<file path="src/rtl/hsps_pkg.sv">
// Package of constants for the hot-swap power sequencer.
package hsps_pkg;

  // ==========================================================================
  // Timing
  // ==========================================================================
  localparam int unsigned CLK_PERIOD_NS = 50;
  // Least time that the seated contact must be stable before rails come on.
  localparam int unsigned SEAT_DEBOUNCE_US = 100;
  localparam int unsigned SEAT_DEBOUNCE_CYC =
    (SEAT_DEBOUNCE_US * 1000 + CLK_PERIOD_NS - 1) / CLK_PERIOD_NS;
  localparam int unsigned CNT_W = 12;

  // ==========================================================================
  // Power module command codes sent to the management link
  // ==========================================================================
  localparam logic [1:0] PM_CMD_OFF = 2'h0;
  localparam logic [1:0] PM_CMD_ON = 2'h1;
  localparam logic [1:0] PM_CMD_CORE = 2'h2;
  localparam logic [1:0] PM_CMD_LEVEL = 2'h3;

  // ==========================================================================
  // Sequencer states
  // ==========================================================================
  typedef enum logic [5:0] {
    HSPS_ST_EARLY = 6'h01,
    HSPS_ST_SEAT = 6'h02,
    HSPS_ST_RAMP = 6'h04,
    HSPS_ST_RUN = 6'h08,
    HSPS_ST_EXTRACT = 6'h10,
    HSPS_ST_SAFE = 6'h20
  } hsps_state_type;

endpackage

</file>
<file path="src/rtl/hsps_supply_sel.sv">
// Early power or backup management power source selector.
`timescale 1ns/1ps
`default_nettype none
module hsps_supply_sel (
  input wire logic sys_clk_in,
  input wire logic rst_n_in,
  input wire logic clk_en_in,
  input wire logic early_valid_in,
  output logic early_sw_en_out,
  output logic backup_sw_en_out
);

  logic early_q;
  logic early_d;

  // ==========================================================================
  // Source choice
  // ==========================================================================
  always_comb
  begin
    early_d = early_q;
    if (clk_en_in)
    begin
      early_d = early_valid_in;
    end
  end

  always_ff @(posedge sys_clk_in)
  begin
    if (!rst_n_in)
    begin
      early_q <= 1'b1;
    end
    else
    begin
      early_q <= early_d;
    end
  end

  // One flip-flop drives both switch enables, so both can never be on.
  assign early_sw_en_out = early_q;
  assign backup_sw_en_out = ~early_q;

endmodule
`default_nettype wire

</file>
<file path="src/rtl/hsps_top.sv">
// Hot-swap power sequencer top level.
// Summary of operation
// - Backend rails on only after full seating.
// - Release board resets once power good.
// - Memory select may go low only when good.
// - Green LED lit while power good.
// - Command module core, level and on state.
// - Power module shuts itself down on faults.
// - Exactly one supply switch enabled at once.
// - Early power lost: switch to backup power.
// - Early power back: restore original switches.
// - Stay in reset until healthy, despite host reset.
// - Assert enumerate after insertion or before extraction.
// - Hot-swap switch starts the removal sequence.
// - Blue LED only when extraction is safe.
// - Early power onset resets controller and board.
`timescale 1ns/1ps
`default_nettype none
module hsps_top (
  input wire logic sys_clk_in,
  input wire logic rst_n_in,
  input wire logic clk_en_in,
  input wire logic seated_in,
  input wire logic power_module_good_in,
  input wire logic healthy_n_in,
  input wire logic pci_rst_n_in,
  input wire logic swap_switch_in,
  input wire logic enum_ack_in,
  input wire logic early_valid_in,
  input wire logic mem_cs_n_in,
  input wire logic core_req_in,
  input wire logic level_req_in,
  input wire logic pm_cmd_ready_in,
  output logic rails_en_out,
  output logic board_rst_n_out,
  output logic mem_cs_n_out,
  output logic green_led_out,
  output logic blue_led_out,
  output logic enum_n_out,
  output logic enum_oe_n_out,
  output logic pm_cmd_valid_out,
  output logic [1:0] pm_cmd_out,
  output logic early_sw_en_out,
  output logic backup_sw_en_out,
  output logic [5:0] state_out
);

  hsps_pkg::hsps_state_type state_q;
  hsps_pkg::hsps_state_type state_d;
  logic [hsps_pkg::CNT_W-1:0] cnt_q;
  logic [hsps_pkg::CNT_W-1:0] cnt_d;
  logic rails_q;
  logic rails_d;
  logic brst_n_q;
  logic brst_n_d;
  logic cs_n_q;
  logic cs_n_d;
  logic green_q;
  logic green_d;
  logic blue_q;
  logic blue_d;
  logic enum_q;
  logic enum_d;
  logic cmd_v_q;
  logic cmd_v_d;
  logic [1:0] cmd_q;
  logic [1:0] cmd_d;
  logic early_sw;
  logic backup_sw;
  logic early_sw_q;
  logic backup_sw_q;

  localparam logic [hsps_pkg::CNT_W-1:0] SEAT_LAST =
    hsps_pkg::CNT_W'(hsps_pkg::SEAT_DEBOUNCE_CYC - 1);

  // ==========================================================================
  // Supply selector
  // ==========================================================================
  hsps_supply_sel u_sel (
    .sys_clk_in(sys_clk_in),
    .rst_n_in(rst_n_in),
    .clk_en_in(clk_en_in),
    .early_valid_in(early_valid_in),
    .early_sw_en_out(early_sw),
    .backup_sw_en_out(backup_sw)
  );

  // ==========================================================================
  // Sequencer next state
  // ==========================================================================
  always_comb
  begin
    state_d = state_q;
    cnt_d = cnt_q;
    rails_d = rails_q;
    enum_d = enum_q;
    cmd_v_d = cmd_v_q;
    cmd_d = cmd_q;
    // A taken command drops its valid.
    if (cmd_v_q && pm_cmd_ready_in)
    begin
      cmd_v_d = 1'b0;
    end
    if (enum_ack_in)
    begin
      enum_d = 1'b0;
    end
    unique case (state_q)
      hsps_pkg::HSPS_ST_EARLY:
      begin
        rails_d = 1'b0;
        cnt_d = '0;
        if (seated_in)
        begin
          state_d = hsps_pkg::HSPS_ST_SEAT;
        end
      end
      hsps_pkg::HSPS_ST_SEAT:
      begin
        if (!seated_in)
        begin
          state_d = hsps_pkg::HSPS_ST_EARLY;
        end
        else if (cnt_q == SEAT_LAST)
        begin
          // Rails turn on through the power module command link.
          rails_d = 1'b1;
          cmd_v_d = 1'b1;
          cmd_d = hsps_pkg::PM_CMD_ON;
          state_d = hsps_pkg::HSPS_ST_RAMP;
        end
        else
        begin
          cnt_d = cnt_q + 1'b1;
        end
      end
      hsps_pkg::HSPS_ST_RAMP:
      begin
        if (power_module_good_in)
        begin
          enum_d = 1'b1;
          state_d = hsps_pkg::HSPS_ST_RUN;
        end
      end
      hsps_pkg::HSPS_ST_RUN:
      begin
        if (!cmd_v_q && core_req_in)
        begin
          cmd_v_d = 1'b1;
          cmd_d = hsps_pkg::PM_CMD_CORE;
        end
        else if (!cmd_v_q && level_req_in)
        begin
          cmd_v_d = 1'b1;
          cmd_d = hsps_pkg::PM_CMD_LEVEL;
        end
        if (swap_switch_in)
        begin
          enum_d = 1'b1;
          state_d = hsps_pkg::HSPS_ST_EXTRACT;
        end
      end
      hsps_pkg::HSPS_ST_EXTRACT:
      begin
        // Host acknowledges once drivers are unloaded; then rails go off.
        if (enum_ack_in && !cmd_v_q)
        begin
          rails_d = 1'b0;
          cmd_v_d = 1'b1;
          cmd_d = hsps_pkg::PM_CMD_OFF;
          state_d = hsps_pkg::HSPS_ST_SAFE;
        end
        else if (enum_ack_in)
        begin
          // A pending command must not use up the only acknowledge; keep asking.
          enum_d = 1'b1;
        end
      end
      hsps_pkg::HSPS_ST_SAFE:
      begin
        if (!seated_in)
        begin
          state_d = hsps_pkg::HSPS_ST_EARLY;
        end
      end
      default:
      begin
        state_d = hsps_pkg::HSPS_ST_EARLY;
      end
    endcase
    if (!clk_en_in)
    begin
      state_d = state_q;
      cnt_d = cnt_q;
      rails_d = rails_q;
      enum_d = enum_q;
      cmd_v_d = cmd_v_q;
      cmd_d = cmd_q;
    end
  end

  // ==========================================================================
  // Output next values
  // ==========================================================================
  always_comb
  begin
    brst_n_d = brst_n_q;
    cs_n_d = cs_n_q;
    green_d = green_q;
    blue_d = blue_q;
    if (clk_en_in)
    begin
      // Module faults drop power good, which pulls board reset, memory select and green LED back.
      brst_n_d = power_module_good_in && !healthy_n_in && pci_rst_n_in
                 && rails_q;
      cs_n_d = mem_cs_n_in || !power_module_good_in;
      green_d = power_module_good_in;
      blue_d = (state_q == hsps_pkg::HSPS_ST_SAFE) && !power_module_good_in;
    end
  end

  // ==========================================================================
  // Registers
  // ==========================================================================
  always_ff @(posedge sys_clk_in)
  begin
    // Early power onset drives rst_n_in and resets the whole board.
    if (!rst_n_in)
    begin
      state_q <= hsps_pkg::HSPS_ST_EARLY;
      cnt_q <= '0;
      rails_q <= 1'b0;
      enum_q <= 1'b0;
      cmd_v_q <= 1'b0;
      cmd_q <= hsps_pkg::PM_CMD_OFF;
      brst_n_q <= 1'b0;
      cs_n_q <= 1'b1;
      green_q <= 1'b0;
      blue_q <= 1'b0;
      early_sw_q <= 1'b1;
      backup_sw_q <= 1'b0;
    end
    else
    begin
      state_q <= state_d;
      cnt_q <= cnt_d;
      rails_q <= rails_d;
      enum_q <= enum_d;
      cmd_v_q <= cmd_v_d;
      cmd_q <= cmd_d;
      brst_n_q <= brst_n_d;
      cs_n_q <= cs_n_d;
      green_q <= green_d;
      blue_q <= blue_d;
      if (clk_en_in)
      begin
        early_sw_q <= early_sw;
        backup_sw_q <= backup_sw;
      end
    end
  end

  assign rails_en_out = rails_q;
  assign board_rst_n_out = brst_n_q;
  assign mem_cs_n_out = cs_n_q;
  assign green_led_out = green_q;
  assign blue_led_out = blue_q;
  // Enumerate is open drain: pulled low by enabling the driver.
  assign enum_n_out = 1'b0;
  assign enum_oe_n_out = ~enum_q;
  assign pm_cmd_valid_out = cmd_v_q;
  assign pm_cmd_out = cmd_q;
  assign early_sw_en_out = early_sw_q;
  assign backup_sw_en_out = backup_sw_q;
  assign state_out = state_q;

endmodule
`default_nettype wire

</file>
<file path="config.mk">
export PLATFORM = sky130hd
export DESIGN_NAME = hsps_top
export DESIGN_NICKNAME = d
export VERILOG_FILES = /design/src/rtl/hsps_pkg.sv /design/src/rtl/hsps_supply_sel.sv /design/src/rtl/hsps_top.sv
export SDC_FILE = /design/constraint.sdc
export NUM_CORES = 1
export LEC_CHECK = 0
export BUFFER_PORTS_ARGS = -buffer_cell sky130_fd_sc_hd__buf_4
export CORE_ASPECT_RATIO = 1.4
export CORE_UTILIZATION = 30
export DETAILED_ROUTE_END_ITERATION = 10
export HOLD_SLACK_MARGIN = 0.1
export SETUP_SLACK_MARGIN = 0.3
export SYNTH_ARGS = -nofsm -noshare
export SYNTH_HDL_FRONTEND = slang
export SYNTH_HIERARCHICAL = 1
export SYNTH_SLANG_ARGS = --single-unit
</file>
<file path="constraint.sdc">
create_clock -name sys_clk_in -period 2.1 [get_ports sys_clk_in]
set_input_delay 0.105 -clock sys_clk_in [delete_from_list [all_inputs] [get_ports sys_clk_in]]
set_output_delay 0.105 -clock sys_clk_in [all_outputs]
set_load 0.01 [all_outputs]
</file>
==> impl_metrics.ini, run 1 <==
[status]
outcome = finished clean

[power]
pwr-share-comb = 0.237
p_clk_frac = 0.344
seq_power_share = 0.419
ir_worst_vdd_v = 0.0002953
powerDensity_nw_per_um2 = 536.8
total_power_uw = 1400
intPower_uw = 1011
leakage_uw = 0.0009782
p_sw_frac = 0.2779
switching_power_uw = 389.1

[cts]
cts_tree = built
clk_path_buf_depth = 2
htreeDepth = 2
root_buffer = clkbuf_8
clkTransAtPathRegs_ns = 0.06
clk_latency_ns = 0.28
clock_sinks = 30
cts_buffers = 5

[grt]
met3_usage = 0.02638
antenna_found_initial = 0
grt_busiest_layer = met2
grt_pass1_vias = 1761
grt_max_degree = 20
grt_pass1_wl_mm = 7.783
grtUsageMet1 = 0.1775
grt_use_total = 0.1675
grt-ovfl-total = 0
grt_util_met2 = 0.3061

[worst_setup_path]
path_cells = or4_4, nor3b_4, buf_4, a2bb2oi_4, or4b_4, a21oi_2
worstSetupStartpointType = flop
crit_slowest_cell = or4_4
worst-path-max-fanout = 5
max_stage_delay_ns = 0.55
crit_arrival_ns = 2.28
critPathKind = reg2reg
cp.required_ns = 2.31
end_kind = flop

[layout]
top_register = cnt_q
regArea_um2 = 608.1
stdcell_count = 339
final_nets = 285
multi_input_area_um2 = 1232
fill_cells = 519
area_growth_pct = 53.01
diodes = 0
layout_common_cells = buf_4 (56), dfxtp_1 (26), nand2_1 (16), a21oi_1 (16), o21ai_0 (13)
final_layout_size_suffix_gt1_frac = 0.4465
largest_reg_flops = 12
final_core_util = 0.4754
mostFrequentLayoutCell = buf_4

[die]
die_x_um = 65.70
num_rows = 32
die_h_um = 91.18
num_io_pins = 32
start_util = 0.3107
dieArea_um2 = 5990
core-area_um2 = 5485

[drt]
drc = 0
vias = 1851
first_pass_iters = 4
wl_mm = 5.138
ant_nets = 0
first_iter_violations = 41
routedWlPerCell_um = 15.16
avgViaCountPerCell = 5.460

[sta]
period_needed_ns = 2.063
setup_viol = 0
rsz0062_at_grt = yes
fin_crit_sh = 0.9826
relSlewSlack = 0.5668
finalMaxSlewViolations = 0
max_freq_mhz = 484.6
fin_tns_setup_ns = 0
whs_ns = 0.1550
hold_violations = 0
clock_skew_ns = 0.004000
worstMarginPinSlew_ns = 0.6441

[run]
cap_viol_max_count = 0

[logic_synthesis]
synth_top_area_frac = 0.3524
ys_types = 59
syn-num-nets = 221
ys_async_sr_fraction = 0
netlist_instances = 206
synth_top_flop_cell = dfxtp_1
avgSynthCellArea_um2 = 8.272
synth_area_um2 = 1704
synth_edf_count = 0
yosysTopAreaCell = dfxtp_1
synthTopCellsByArea = dfxtp_1 (35%), a21oi_1 (5.9%), o21ai_0 (5.0%)
synth_warnings = 6
ys_ff_latch = 30
ys_seq_area_frac = 0.3524

[placed_design]
io_buffer_count = 30
placed_cells = 312
hpwl_mm = 3.433
routabilityCongestion = 0.8763

[min_path]
min_path_type = in2reg
[worst max-delay path, delay by kind of cell (launching register included)]
kind	cells	cell delay [ns]
AO/OA/AOI/OAI	2	0.21
flip-flops	1	0.33
AND/OR/NAND/NOR	3	1.29
buffers and inverters	1	0.16
[logic make-up (layout without fill, tap and decap cells)]
family | Yosys count | after routing | synth area share
other | 1 | 1 | 0.002201
xor gates and xnor gates | 1 | 1 | 0.005140
buffers and inverters | 19 | 83 | 0.05579
AOI/OAI and AO/OA | 66 | 67 | 0.2607
and+or+nand+nor | 84 | 84 | 0.2922
muxes | 4 | 4 | 0.02423
adders and majority gates | 1 | 1 | 0.007341
DFF | 30 | 30 | 0.3524
[path summary, 6_finish.rpt]
kind                              start                           end  slack [ns]  cells after the start
min                        healthy_n_in  board_rst_n_out$_SDFFE_PN0P_        0.16                      4
max           state_out[1]$_SDFFE_PN0P_         cnt_q[8]$_SDFFE_PN0P_        0.04                      6
min reg2reg  green_led_out$_SDFFE_PN0P_    green_led_out$_SDFFE_PN0P_        0.48                      2
max reg2reg   state_out[1]$_SDFFE_PN0P_         cnt_q[8]$_SDFFE_PN0P_        0.04                      6
[per-layer routing]
layer | vias to the layer above | routed length [µm]
met5 | - | 0
met4 | 0 | 125
met3 | 11 | 134
met2 | 38 | 2762
met1 | 887 | 2116
li1 | 915 | -
[timing repair]
action	4_1_cts	5_1_grt
pin swaps	10	24
hold endpoints to repair	4	0
cloned	0	1
resized for setup	15	43
setup buffers	10	3
hold buffers	5	0
endpoints found under the setup margin	23	23
[stage by stage]
step	instance area (µm²)	setup slack, ns
after floorplan	1733	0.002556
after global placement	2120	0.08484
after detailed placement	2120	0.06278
after CTS	2410	0.08894
after global routing	2608	-0.02941
final	2608	0.03651
[power groups by stage]
| stage | Clock, µW | Sequential, µW | Combinational, µW |
|---|---|---|---|
| 6_report | 482 | 586 | 332 |
| 5_1_grt | 518 | 586 | 350 |
| 4_1_cts | 499 | 586 | 284 |
| 3_5_place_dp | 0 | 599 | 226 |
| 3_3_place_gp | 0 | 599 | 226 |
| 2_1_floorplan | 0 | 604 | 129 |
[cells in the mapped netlist (2+ instances only)]
cell      number
a21oi_1       20
nand2_1       17
clkbuf_1       6
inv_1          3
buf_6          2
o211ai_1       2
nor3_1         6
o41ai_1        3
nor2b_1        2
nand4_1        4
dfxtp_1       30
buf_2          3
mux2i_1        3
and4_1         2
o21ai_0       17
or4b_1         2
nor4b_1        2
nand2b_1       4
nor2_1        11
or3_1          6
and3_1         2
o31ai_1        5
nor3b_4        2
or4_1          5
or3b_2         2
nand3_1       12
[cell type report]
class / instances / area share
clock buffers: 7 / 0.03311
clock inverters: 1 / 0.001919
inverters: 5 / 0.007198
multi-input cells: 158 / 0.4726
flip-flops and latches: 30 / 0.2332
well taps: 68 / 0.03263
repair buffers: 70 / 0.2193
Power figures use the tool's default switching activity.
==> run 2: changes to the inputs <==
BUFFER_PORTS_ARGS = unset   (was -buffer_cell sky130_fd_sc_hd__buf_4)
DONT_BUFFER_PORTS = 1   (was unset)
==> impl_metrics.ini, run 2 (synthesis gave the netlist of run 1 again) <==
[status]
outcome = finished with violations
violations = negative hold slack

[worst_setup_path]
critPathCapture = cnt_q[8]$_SDFFE_PN0P_
crit_arrival_ns = 2.20
r2r_start = state_out[3]$_SDFFE_PN0P_
reg2reg_slack_ns = 0.11
reg2reg_to = cnt_q[8]$_SDFFE_PN0P_
end_kind = flop
cp-startpoint = state_out[3]$_SDFFE_PN0P_
cp.required_ns = 2.31
worstSetupStartpointType = flop
critPathKind = reg2reg
r2r_cells = 6
worst-path-max-fanout = 6

[drt]
vias = 1794
drc = 0
routedWlPerCell_um = 16.36
ant_nets = 0
first_pass_iters = 4
avgViaCountPerCell = 5.606
wl_mm = 5.235
first_iter_violations = 59

[sta]
period_needed_ns = 1.990
finalMaxSlewViolations = 0
worstMarginPinSlew_ns = 0.5750
clock_skew_ns = 0.006226
fin_crit_sh = 0.9475
whs_ns = -0.006188
fin_tns_setup_ns = 0
postLayoutSetupSlackWorst_ns = 0.1102
rsz0062_at_grt = yes
relSlewSlack = 0.6159
hold_violations = 1
setup_viol = 0
max_freq_mhz = 502.6

[cts]
cts_tree = built
clk_path_buf_depth = 2
clkTransAtPathRegs_ns = 0.07
clock_sinks = 30
cts_buffers = 5
root_buffer = clkbuf_8
clk_latency_ns = 0.28
htreeDepth = 2

[power]
powerDensity_nw_per_um2 = 554.3
leakage_uw = 0.0008552
total_power_uw = 1363
ir_worst_vdd_v = 0.0002942

[layout]
largest_reg_flops = 12
fin_area_um2 = 2460
final_layout_size_suffix_gt1_frac = 0.3810
top_register = cnt_q
layout_common_cells = buf_4 (34), dfxtp_1 (23), nand2_1 (15), a21oi_1 (15), dlygate4sd3_1 (13)
diodes = 0
final_nets = 266
fill_cells = 497
area_growth_pct = 44.35
mostFrequentLayoutCell = buf_4

[min_path]
min_path_type = in2reg

[grt]
grt_pass1_vias = 1751
grt-ovfl-total = 0
antenna_found_initial = 0
grt_max_degree = 21
grt_pass1_wl_mm = 8.128
grt_use_total = 0.1743

[die]
dieArea_um2 = 5990
die_x_um = 65.70
die_h_um = 91.18
num_io_pins = 32
start_util = 0.3107
core-area_um2 = 5485
num_rows = 32

[placed_design]
dpl_worst_slack_ns = 0.003161
io_buffer_count = 0
routabilityCongestion = 0.8972
hpwl_mm = 3.310
placed_area_um2 = 1872

[run]
cap_viol_max_count = 0
[run 2: cell count changes in the layout (fill, tap and decap cells not counted), sizes merged]
| cell | change |
|---|---|
| clkbuf | -1 |
| clkinvlp | +1 |
| dlygate4sd3 | +8 |
| buf | -27 |
[run 2: worst max-delay path: stages (launching register included)]
cell       delay (ns)
dfxtp_2          0.32
or4_4            0.55
nor3b_4          0.20
buf_4            0.15
a2bb2oi_4        0.08
or4b_4           0.49
a21oi_2          0.13
[run 2: layer usage]
metal  GRT usage  share of wire
met1      0.1791           0.37
met2      0.3189           0.57
met3     0.04020          0.045
met4     0.08152          0.018
met5           0              0
[run 2: worst min path at each step]
stage	start	end	depth (start not counted)
floorplan	rst_n_in	u_sel/early_sw_en_out$_SDFFE_PN1P_	1
global placement	rst_n_in	early_sw_en_out$_SDFFE_PN1P_	1
detailed placement	rst_n_in	early_sw_en_out$_SDFFE_PN1P_	1
CTS	rst_n_in	state_out[0]$_SDFFE_PN1P_	1
global route	clk_en_in	enum_q$_SDFFE_PN0P_	2
finish	clk_en_in	blue_led_out$_SDFFE_PN0P_	2
[run 2: layout make-up]
class | count | area (µm²) | area share
inverter | 5 | 18.77 | 0.007630
clock buffer | 6 | 82.58 | 0.03357
clock inverter | 2 | 12.51 | 0.005086
sequential | 30 | 611.8 | 0.2487
tap | 68 | 85.08 | 0.03459
multi-input combinational | 158 | 1219 | 0.4954
timing repair buffer | 51 | 430.4 | 0.1750
[run 2: stage by stage]
stage / hold slack (ns) / util / std cells
final: -0.006188 / 0.4484 / 320
after detailed placement: 0.1729 / 0.3412 / 279
after CTS: -0.09799 / 0.4231 / 313
after global placement: 0.1681 / 0.3412 / 279
after floorplan: 0.1805 / - / 206
after global routing: -0.01169 / 0.4484 / 320
[run 2: where the power goes]
group          leakage, µW  total [µW]  switching [µW]  internal [µW]
Sequential        0.000246         589            9.61            580
Clock            0.0000472         495             232            263
Combinational     0.000562         279             138            141
[run 2: repair_timing]
item                                    4_1_cts  5_1_grt
endpoints found under the setup margin       23       24
hold buffers                                 11        2
hold endpoints to repair                     19        8
pin swaps                                    17        9
cloned                                        1        0
resized for setup                            28       28
buffers inserted                             14        5
==> run 3: changes to the inputs <==
ABC_AREA = 1   (was unset)
clock period = 2 ns   (was 2.1 ns; I/O delays follow)
==> impl_metrics.ini, run 3 <==
[cts]
clk_latency_ns = 0.29
clk_path_buf_depth = 2
htreeDepth = 2
cts_tree = built
clock_sinks = 30
root_buffer = clkbuf_8
clkTransAtPathRegs_ns = 0.06
post_cts_buffers = 0
cts_buffers = 5

[layout]
final_layout_size_suffix_gt1_frac = 0.1452
layout_common_cells = nand2_1 (92), nor2_1 (46), inv_1 (29)
top_register = cnt_q
largest_reg_flops = 12
diodes = 0
fill_cells = 653
area_growth_pct = 15.41
final_nets = 324
mostFrequentLayoutCell = nand2_1
final_core_util = 0.3619
stdcell_count = 380

[sta]
hold_violations = 0
max_freq_mhz = 648.4
finalMaxSlewViolations = 0
setup_viol = 0
period_needed_ns = 1.542
whs_ns = 0.09912
relSlewSlack = 0.5873
rsz0062_at_grt = no
worstMarginPinSlew_ns = 0.6170
fin_crit_sh = 0.7712
clock_skew_ns = 0.008472
fin_tns_setup_ns = 0

[logic_synthesis]
ys_ff_latch = 30
synth_most_common_cell = nand2_1
ys_types = 27
ys_async_sr_fraction = 0
synth_top_area_frac = 0.3243
synth_common_cells = nand2_1 (93), nor2_1 (50), dfxtp_1 (30), inv_1 (29), nand3_1 (20)
synth_warnings = 6
syn-num-nets = 314
avgSynthCellArea_um2 = 6.193
synth_edf_count = 0
synth_top_flop_cell = dfxtp_1
ys_seq_area_frac = 0.3243
yosysTopAreaCell = dfxtp_1
synth_area_um2 = 1852
netlist_instances = 299
synthTopCellsByArea = dfxtp_1 (32%), nand2_1 (19%), nor2_1 (10%)

[worst_setup_path]
crit_arrival_ns = 1.72
reg2reg_to = cnt_q[5]$_SDFFE_PN0P_
critPathKind = in2reg
r2r_cells = 9
critPathCapture = u_sel/early_sw_en_out$_SDFFE_PN1P_
worstSetupStartpointType = input pin
worst-path-max-fanout = 14
end_kind = flop
cp-startpoint = rst_n_in
reg2reg_slack_ns = 0.47
r2r_start = state_out[3]$_SDFFE_PN0P_
cp.required_ns = 2.18

[placed_design]
io_buffer_count = 0
placed_cells = 364
routabilityCongestion = 0.8362
hpwl_mm = 3.491

[die]
die_h_um = 94.96
num_rows = 33
num_io_pins = 32
die_x_um = 68.40
start_util = 0.3136
dieArea_um2 = 6495
core-area_um2 = 5904

[power]
pwr-share-comb = 0.229
p_sw_frac = 0.3398
powerDensity_nw_per_um2 = 724.7
seq_power_share = 0.443
switching_power_uw = 526.2
leakage_uw = 0.0008852
ir_worst_vdd_v = 0.0002816
p_clk_frac = 0.328
intPower_uw = 1023

[grt]
grt_use_total = 0.1654
grt_pass1_vias = 1737
grt-ovfl-total = 0
grt_max_degree = 17
grt_pass1_wl_mm = 7.879
antenna_found_initial = 0

[drt]
drc = 0
routedWlPerCell_um = 12.67
first_pass_iters = 4
avgViaCountPerCell = 4.950
ant_nets = 0
first_iter_violations = 69
vias = 1881
wl_mm = 4.814

[status]
outcome = finished clean

[min_path]
min_path_type = in2reg

[run]
cap_viol_max_count = 0
==> run 3: changes by cell type in the layout (fill, tap and decap cells not counted), sizes merged, moves of 6 or more <==
cell and change:
inv +27, nand2 +84, o21ai -10, or4 -6, nand4 +7, nor2 +47
nand3 +11, buf -35, dlygate4sd3 -6, or3 -6
==> run 3: final cells by class <==
type / instances / area [µm²] / area share
Clock inverter: 1 / 5.005 / 0.002342
Multi-Input combinational cell: 230 / 1130 / 0.5287
Tap cell: 70 / 87.58 / 0.04098
Sequential cell: 30 / 611.8 / 0.2863
Timing Repair Buffer: 10 / 92.59 / 0.04333
Inverter: 32 / 123.9 / 0.05796
Clock buffer: 7 / 86.33 / 0.04040
==> run 3: power groups by stage <==
stage          registers (µW)  clock network [µW]  logic, µW
6_report                  686                 507        355
5_1_grt                   690                 553        408
4_1_cts                   686                 528        316
3_5_place_dp              696                   0        296
3_3_place_gp              695                   0        293
2_1_floorplan             688                   0        260
==> run 3: logic make-up (layout without fill, tap and decap cells) <==
family | count (synthesis) | after routing | synth area share
other cells | 1 | 1 | 0.002025
simple gates | 193 | 194 | 0.4669
compound gates | 28 | 28 | 0.07770
xor+xnor | 6 | 6 | 0.02838
flops | 30 | 30 | 0.3243
fa+ha+maj | 1 | 1 | 0.006756
buf+inv | 40 | 50 | 0.09392
==> run 3: worst max-delay path: stages <==
cell,delay (ns)
dlygate4sd3_1,0.93
nand3_2,0.11
dlygate4sd3_1,0.57
==> run 3: routing by layer <==
metal / vias up / global-route usage / routed length, µm
li1: 961 / - / -
met1: 848 / 0.1853 / 1926
met2: 52 / 0.2745 / 2490
met3: 20 / 0.03140 / 192
met4: 0 / 0.1111 / 206
met5: - / 0 / 0
==> run 3: worst min-delay path by stage <==
stage	from	end	slack, ns	cells after the start
after CTS	power_module_good_in	green_led_out$_SDFFE_PN0P_	0.10	2
after global routing	seated_in	state_out[2]$_SDFFE_PN0P_	0.11	4
after global placement	rst_n_in	u_sel/early_sw_en_out$_SDFFE_PN1P_	0.18	1
after floorplan	rst_n_in	u_sel/early_sw_en_out$_SDFFE_PN1P_	0.17	1
after detailed placement	rst_n_in	u_sel/early_sw_en_out$_SDFFE_PN1P_	0.18	1
final	power_module_good_in	green_led_out$_SDFFE_PN0P_	0.1	2
==> run 3: timing repair <==
action                                 CTS  global route
cloned                                   0             1
endpoints found under the hold margin   16             0
pin swaps                                0             4
hold buffers                             7             0
setup endpoints to repair                9            19
gates resized for setup                  5            14
==> run 3: through the flow <==
stage	area [µm²]	worst slack [ns]	total power (µW)
finish	2137	0.4577	1549
global route	2137	0.2959	1651
CTS	2078	0.3186	1530
detailed placement	1911	0.2654	991.8
global placement	1911	0.2758	988.5
floorplan	1852	0.4805	948.3
